**src/spd_params.svh**
```systemverilog
// Constants for the sample pulse detector and gain/offset register bank
`ifndef SPD_PARAMS_SVH
`define SPD_PARAMS_SVH

// Register indices; byte address is four times the index
`define SPD_IDX_GAIN_UPPER_RED 6'h28
`define SPD_IDX_GAIN_UPPER_GREEN 6'h29
`define SPD_IDX_GAIN_UPPER_BLUE 6'h2a
`define SPD_IDX_GAIN_UPPER_ALL 6'h2b
`define SPD_IDX_EDGE_SETUP 6'h05
`define SPD_IDX_SPEED_BIAS 6'h06
`define SPD_IDX_OFFSET_RED 6'h20
`define SPD_IDX_OFFSET_GREEN 6'h21
`define SPD_IDX_OFFSET_BLUE 6'h22
`define SPD_IDX_OFFSET_ALL 6'h23
`define SPD_IDX_GAIN_LOW_RED 6'h24
`define SPD_IDX_GAIN_LOW_GREEN 6'h25
`define SPD_IDX_GAIN_LOW_BLUE 6'h26
`define SPD_IDX_GAIN_LOW_ALL 6'h27

// Field positions
`define SPD_BIT_DETECT_ENABLE 0
`define SPD_DELAY_LSB 1
`define SPD_DELAY_MSB 3
`define SPD_BIT_POLARITY 4
`define SPD_BIT_FAST_BIAS 1

// Reset values
`define SPD_RST_BYTE 8'h00
`define SPD_RST_DELAY 3'h0
`define SPD_RST_BIT 1'b0

`endif

```
**src/spd_pkg.sv**
```systemverilog
// Types shared by the sample pulse detector register bank
package spd_pkg;

    typedef struct packed {
        logic cyc;
        logic stb;
        logic we;
        logic [7:0] adr;
        logic [3:0] sel;
        logic [31:0] dat;
    } spd_wb_req_t;

    typedef struct packed {
        logic ack;
        logic [31:0] dat;
    } spd_wb_rsp_t;

    typedef struct packed {
        logic [8:0] red;
        logic [8:0] green;
        logic [8:0] blue;
    } spd_gain_t;

    typedef struct packed {
        logic [7:0] red;
        logic [7:0] green;
        logic [7:0] blue;
    } spd_offset_t;

    typedef enum logic [1:0] {
        SPD_IDLE = 2'b00,
        SPD_COUNT = 2'b01,
        SPD_FIRE = 2'b10
    } spd_det_state_t;

    typedef struct packed {
        spd_wb_rsp_t rsp;
        logic detect_en;
        logic [2:0] delay;
        logic polarity;
        logic fast_bias;
        spd_offset_t offset;
        logic [2:0] gain_low;
        logic [7:0] gain_up_r;
        logic [7:0] gain_up_g;
        logic [7:0] gain_up_b;
        logic pin_prev;
        spd_det_state_t det_state;
        logic [2:0] det_count;
        logic sync_pulse;
        spd_gain_t gain;
    } spd_state_t;

endpackage

```
**src/spd_regs.sv**
```systemverilog
// Sample pulse edge detector with speed, offset and gain registers on Wishbone
//
// The Wishbone interface to the registers was left to the implementer.
`timescale 1ns/10ps
`include "spd_params.svh"

module spd_regs (
    input wire logic mclk,
    input wire logic rst_n,
    input wire spd_pkg::spd_wb_req_t wb_req,
    output spd_pkg::spd_wb_rsp_t wb_rsp,
    input wire logic video_sample_pulse_pin,
    output logic timing_sample_pulse,
    output logic fast_bias_select,
    output spd_pkg::spd_offset_t offset_value,
    output spd_pkg::spd_gain_t gain_code
);
    import spd_pkg::*;

    spd_state_t state_reg;
    spd_state_t state_next;

    // Byte lane merge for the low byte; upper lanes hold nothing
    function automatic logic [7:0] lane0(input logic [7:0] old, input spd_wb_req_t r);
        lane0 = r.sel[0] ? r.dat[7:0] : old;
    endfunction

    function automatic logic [31:0] zext8(input logic [7:0] v);
        zext8 = {24'h000000, v};
    endfunction

    logic [5:0] idx;
    logic wr;
    logic rd_go;
    logic edge_seen;
    logic pin_now;

    assign idx = wb_req.adr[7:2];

    always_comb begin
        state_next = state_reg;
        pin_now = video_sample_pulse_pin;
        // Pin taken as synchronous; compare with the previous sample
        edge_seen = state_reg.polarity ? (pin_now & ~state_reg.pin_prev)
                                       : (~pin_now & state_reg.pin_prev);
        rd_go = wb_req.cyc & wb_req.stb & ~state_reg.rsp.ack;
        wr = rd_go & wb_req.we;
        state_next.rsp.ack = rd_go;
        state_next.rsp.dat = 32'h00000000;
        state_next.pin_prev = pin_now;

        if (rd_go & ~wb_req.we) begin
            case (idx)
                `SPD_IDX_EDGE_SETUP: state_next.rsp.dat = zext8({3'h0, state_reg.polarity,
                                                                state_reg.delay, state_reg.detect_en});
                `SPD_IDX_SPEED_BIAS: state_next.rsp.dat = zext8({6'h00, state_reg.fast_bias, 1'b0});
                `SPD_IDX_OFFSET_RED: state_next.rsp.dat = zext8(state_reg.offset.red);
                `SPD_IDX_OFFSET_GREEN: state_next.rsp.dat = zext8(state_reg.offset.green);
                `SPD_IDX_OFFSET_BLUE, `SPD_IDX_OFFSET_ALL: state_next.rsp.dat = zext8(state_reg.offset.blue);
                `SPD_IDX_GAIN_LOW_RED: state_next.rsp.dat = zext8({7'h00, state_reg.gain_low[0]});
                `SPD_IDX_GAIN_LOW_GREEN: state_next.rsp.dat = zext8({7'h00, state_reg.gain_low[1]});
                `SPD_IDX_GAIN_LOW_BLUE, `SPD_IDX_GAIN_LOW_ALL:
                    state_next.rsp.dat = zext8({7'h00, state_reg.gain_low[2]});
                `SPD_IDX_GAIN_UPPER_RED: state_next.rsp.dat = zext8(state_reg.gain_up_r);
                `SPD_IDX_GAIN_UPPER_GREEN: state_next.rsp.dat = zext8(state_reg.gain_up_g);
                `SPD_IDX_GAIN_UPPER_BLUE, `SPD_IDX_GAIN_UPPER_ALL: state_next.rsp.dat = zext8(state_reg.gain_up_b);
                default: state_next.rsp.dat = 32'h00000000;
            endcase
        end

        if (wr) begin
            case (idx)
                `SPD_IDX_EDGE_SETUP: begin
                    // Reserved upper bits are not stored and read back zero
                    if (wb_req.sel[0]) begin
                        state_next.detect_en = wb_req.dat[`SPD_BIT_DETECT_ENABLE];
                        state_next.delay = wb_req.dat[`SPD_DELAY_MSB:`SPD_DELAY_LSB];
                        state_next.polarity = wb_req.dat[`SPD_BIT_POLARITY];
                    end
                end
                `SPD_IDX_SPEED_BIAS: begin
                    if (wb_req.sel[0]) begin
                        state_next.fast_bias = wb_req.dat[`SPD_BIT_FAST_BIAS];
                    end
                end
                `SPD_IDX_OFFSET_RED: state_next.offset.red = lane0(state_reg.offset.red, wb_req);
                `SPD_IDX_OFFSET_GREEN: state_next.offset.green = lane0(state_reg.offset.green, wb_req);
                `SPD_IDX_OFFSET_BLUE: state_next.offset.blue = lane0(state_reg.offset.blue, wb_req);
                `SPD_IDX_OFFSET_ALL: begin
                    if (wb_req.sel[0]) begin
                        state_next.offset = {3{wb_req.dat[7:0]}};
                    end
                end
                `SPD_IDX_GAIN_LOW_RED: begin
                    if (wb_req.sel[0]) begin
                        state_next.gain_low[0] = wb_req.dat[0];
                    end
                end
                `SPD_IDX_GAIN_LOW_GREEN: begin
                    if (wb_req.sel[0]) begin
                        state_next.gain_low[1] = wb_req.dat[0];
                    end
                end
                `SPD_IDX_GAIN_LOW_BLUE: begin
                    if (wb_req.sel[0]) begin
                        state_next.gain_low[2] = wb_req.dat[0];
                    end
                end
                `SPD_IDX_GAIN_LOW_ALL: begin
                    if (wb_req.sel[0]) begin
                        state_next.gain_low = {3{wb_req.dat[0]}};
                    end
                end
                `SPD_IDX_GAIN_UPPER_RED: state_next.gain_up_r = lane0(state_reg.gain_up_r, wb_req);
                `SPD_IDX_GAIN_UPPER_GREEN: state_next.gain_up_g = lane0(state_reg.gain_up_g, wb_req);
                `SPD_IDX_GAIN_UPPER_BLUE: state_next.gain_up_b = lane0(state_reg.gain_up_b, wb_req);
                `SPD_IDX_GAIN_UPPER_ALL: begin
                    if (wb_req.sel[0]) begin
                        state_next.gain_up_r = wb_req.dat[7:0];
                        state_next.gain_up_g = wb_req.dat[7:0];
                        state_next.gain_up_b = wb_req.dat[7:0];
                    end
                end
                default: begin
                end
            endcase
        end

        // Gain outputs follow the stored registers one cycle later
        state_next.gain.red = {state_reg.gain_up_r, state_reg.gain_low[0]};
        state_next.gain.green = {state_reg.gain_up_g, state_reg.gain_low[1]};
        state_next.gain.blue = {state_reg.gain_up_b, state_reg.gain_low[2]};

        // Detector; a new edge during a count is ignored and the count runs on from the first edge
        state_next.sync_pulse = 1'b0;
        if (!state_reg.detect_en) begin
            state_next.det_state = SPD_IDLE;
            state_next.det_count = 3'h0;
            state_next.sync_pulse = pin_now;
        end else begin
            case (state_reg.det_state)
                SPD_IDLE: begin
                    if (edge_seen) begin
                        if (state_reg.delay == 3'h0) begin
                            state_next.sync_pulse = 1'b1;
                        end else begin
                            state_next.det_state = SPD_COUNT;
                            state_next.det_count = state_reg.delay;
                        end
                    end
                end
                SPD_COUNT: begin
                    if (state_reg.det_count == 3'h1) begin
                        state_next.sync_pulse = 1'b1;
                        state_next.det_state = SPD_IDLE;
                    end else begin
                        state_next.det_count = state_reg.det_count - 3'h1;
                    end
                end
                default: state_next.det_state = SPD_IDLE;
            endcase
        end
    end

    always_ff @(posedge mclk) begin
        if (!rst_n) begin
            state_reg <= '0;
            state_reg.delay <= `SPD_RST_DELAY;
            state_reg.offset <= {3{`SPD_RST_BYTE}};
            state_reg.det_state <= SPD_IDLE;
        end else begin
            state_reg <= state_next;
        end
    end

    assign wb_rsp = state_reg.rsp;
    assign timing_sample_pulse = state_reg.sync_pulse;
    assign fast_bias_select = state_reg.fast_bias;
    assign offset_value = state_reg.offset;
    assign gain_code = state_reg.gain;

endmodule

```
**config.mk**
```make
export PLATFORM = sky130hd
export DESIGN_NAME = spd_regs
export DESIGN_NICKNAME = d
export VERILOG_FILES = /design/src/spd_pkg.sv /design/src/spd_regs.sv
export VERILOG_INCLUDE_DIRS = /design/src
export SDC_FILE = /design/constraint.sdc
export NUM_CORES = 1
export LEC_CHECK = 0
export BUFFER_PORTS_ARGS = -buffer_cell sky130_fd_sc_hd__buf_2
export CORE_MARGIN = 5
export CORE_UTILIZATION = 40
export DETAILED_ROUTE_END_ITERATION = 10
export GPL_TIMING_DRIVEN = 0
export PLACE_DENSITY_LB_ADDON = 0.12
export SLEW_MARGIN = 10
export SYNTH_ARGS = -nofsm -noshare
export SYNTH_HDL_FRONTEND = slang
export SYNTH_SLANG_ARGS = --single-unit
```
**constraint.sdc**
```tcl
create_clock -name mclk -period 1.95 [get_ports mclk]
set_clock_uncertainty 0.05 [all_clocks]
set_input_delay 0.2925 -clock mclk [delete_from_list [all_inputs] [get_ports mclk]]
set_output_delay 0.2925 -clock mclk [all_outputs]
set_load 0.03 [all_outputs]
```
==> results.yml <==
status:
  status: "finished, final reports clean"
setup_path:
  critPathBufInv: 2
  max_stage_delay_ns: 0.70
  crit_slowest_cell: "nor3_2"
  worstSetupPathType: "in -> reg"
  critical_path_arrival_ns: 2.00
  crit_top_cell: "buf_2"
  worstSetupPathDepth: 6
  startpoint_type: "primary input"
  cp.required_ns: 2.20
  worst_setup_path_end_kind: "register"
  cp_max_fo: 10
  rr_worst_depth: 5
  cpLargestDelayFamily: "simple AND/OR/NAND/NOR gates"
  path_cells: "buf_2 -> buf_2 -> nand2b_1 -> nor3_2 -> a22oi_1 -> a21oi_1"
synth:
  synth_top_family_by_area: "buffers and inverters"
  synth_area_leaders: "dfxtp_1 (45%), buf_4 (14%), mux2i_1 (14%), nand2_1 (6.1%), mux2_2 (2.8%)"
  syn_area_um2: 4400
  synth-seq-cells: 99
  synth.avg_cell_area_um2: 9.57
  synth_xor_area_share_pct: 0.398
  synthAdderAreaFrac_pct: 0.569
  synth_top_cell_by_area: "dfxtp_1"
  synthCells: 460
  synth_compound_area_share_pct: 6.31
  ys_types: 41
  synthMuxAreaShare_pct: 16.5
  ys.warnings.count: 0
  synth_top_cell_area_share_pct: 45.0
  synth_simple_gate_area_share_pct: 12.9
  yosysSeqAreaShare_pct: 45.0
clocking:
  clock_latency_ns: 0.38
  cts_buffers: 9
  root_buffer: "clkbuf_8"
  clock_sinks: 99
  clk_pin_slew_ns: 0.09
  cts_tree: "built"
  postCtsHoldBufs: 0
  htree_levels: 3
  cts_buffer_depth: 2
place:
  gp_congestion: 0.795
  hpwl_um: 7980
  io_buffers: 80
  dp_cells: 704
sta:
  hold_violations: 0
  slew_headroom_pct: 48.1
  slew_viol_final: 0
  rsz0062_at_grt: "no"
  fin_crit_ns: 1.75
  setup_viol: 0
  tightest_slew_ns: 0.775
  holdWs_ns: 0.124
  post-route-period-util_pct: 89.7
  fmaxAchievable_mhz: 571
detailed_routing:
  drt_iter0_drc: 166
  viasPerCell: 4.71
  first_pass_iters: 5
  finalWirelength_um: 11000
  drc_errors: 0
  wire_per_inst_um: 15.3
  vias: 3388
  ant_nets: 0
final_layout:
  layout.nets: 628
  final_common_cell: "dfxtp_1"
  syn_to_final_growth_pct: 20.6
  final_cell_mix: "dfxtp_1 (99), buf_4 (87), buf_2 (83)"
  stdcell_count: 720
  antenna_cells: 0
  final_layout_size_suffix_gt1_share_pct: 36.4
  fin_util_pct: 49.2
pwr:
  vdd_drop_max_mv: 0.282
  p_sw_w: 0.000890
  clkPwrFrac_pct: 34.2
  finalPower_w: 0.00348
  internal-power_w: 0.00259
  p_seq_share_pct: 58.2
  switching_share_pct: 25.5
  power.density_nw_per_um2: 656
  p_leak_nw: 2.97
  comb_power_share_pct: 7.6
grt:
  overflow: 0
  grt_pass1_wl_um: 17200
  antenna_found_initial: 0
  grt_pass1_vias: 3411
  grt_max_degree: 16
  globalRouteTotalUtil_pct: 17.2
worst_hold_path:
  hold_depth: 3
  hp-class: "in -> reg"
die:
  ioPinCount: 136
  dieArea_um2: 13200
  start_util_pct: 40.8
  coreArea_um2: 10800
  rows: 38
  die_y_um: 115
  die_x_um: 115
run:
  drv_cap: 0
[path summary, 6_finish.rpt]
check | endpoint | start | slack [ns]
max | wb_rsp[5]$_SDFF_PN0_ | wb_req[39] | 0.20
min | state_reg[90]$_SDFFE_PN0P_ | wb_req[0] | 0.12
max reg2reg | offset_value[20]$_SDFFE_PN0P_ | wb_rsp[32]$_SDFF_PN0_ | 0.20
min reg2reg | gain_code[22]$_SDFF_PN0_ | state_next[22]$_SDFFE_PN0P_ | 0.41
[power groups by stage]
| stage | clock network [W] | logic (W) | registers (W) |
|---|---|---|---|
| final | 0.00119 | 0.000266 | 0.00203 |
| after global routing | 0.00131 | 0.000289 | 0.00203 |
| after CTS | 0.00122 | 0.000261 | 0.00203 |
| after detailed placement | 0 | 0.000255 | 0.00207 |
| after global placement | 0 | 0.000251 | 0.00207 |
| after floorplan | 0 | 0.000184 | 0.00208 |
[metrics by stage]
stage               setup slack (ns)  instance area [um^2]  setup TNS (ns)
finish                         0.200                  5310               0
global route                  0.0817                  5310               0
CTS                           -0.105                  5280           -1.51
detailed placement            -0.662                  5080          -14.21
global placement              -0.755                  5060          -13.26
floorplan                      0.125                  4490               0
[worst register-to-register path, stage by stage, from the launching register on]
cell	delay, ns
dfxtp_1	0.32
nand3b_1	0.15
buf_4	0.18
nor4_4	0.40
nand2_2	0.32
mux2i_1	0.21
[routing by layer]
layer	wire, um	track usage (%)	up-vias
met5	0	0	-
met4	339	7.98	0
met3	726	3.89	23
met2	5140	28.3	121
met1	4790	21.3	1587
li1	-	-	1657
[layout make-up]
| cell class | count | area (um^2) |
|---|---|---|
| Multi-Input combinational cell | 255 | 1760 |
| Clock buffer | 10 | 138 |
| Sequential cell | 99 | 1980 |
| Buffer | 97 | 683 |
| Inverter | 31 | 116 |
| Tap cell | 140 | 175 |
| Fill cell | 1058 | 5490 |
| Clock inverter | 5 | 28.8 |
| Timing Repair Buffer | 83 | 423 |
[timing repair]
item | CTS | global route
gates resized for setup | 7 | 3
setup buffers | 0 | 2
setup endpoints to repair | 56 | 40
[synth_stat cells, drive strengths merged]
cell / instances
nand2: 75
dfxtp: 99
a31oi: 6
and2b: 1
nor4: 5
and3b: 2
or3b: 1
conb: 1
buf: 91
a211o: 1
nor2: 12
a21oi: 3
xnor2: 2
or2: 1
a221oi: 3
o21ai: 3
clkbuf: 7
a211oi: 3
nor3: 2
a21o: 1
and2: 1
inv: 31
ha: 2
mux2: 11
mux2i: 60
a222oi: 7
or4b: 1
nand3: 1
nor3b: 3
nand3b: 2
a22oi: 9
o211ai: 1
or2b: 1
nand2b: 4
nor2b: 3
nor4b: 1
or3: 3
[cell families (layout without fill, tap and decap cells)]
kind of cell / count (synthesis) / in the layout
other: 1 / 24
XOR/XNOR: 2 / 2
multiplexers: 71 / 71
flip-flops: 99 / 99
adder cells (fa/ha/maj): 2 / 2
buffers and inverters: 129 / 226
AO/OA/AOI/OAI: 37 / 37
AND/OR/NAND/NOR: 119 / 119
No activity file was read; power rests on OpenSTA's default activity.
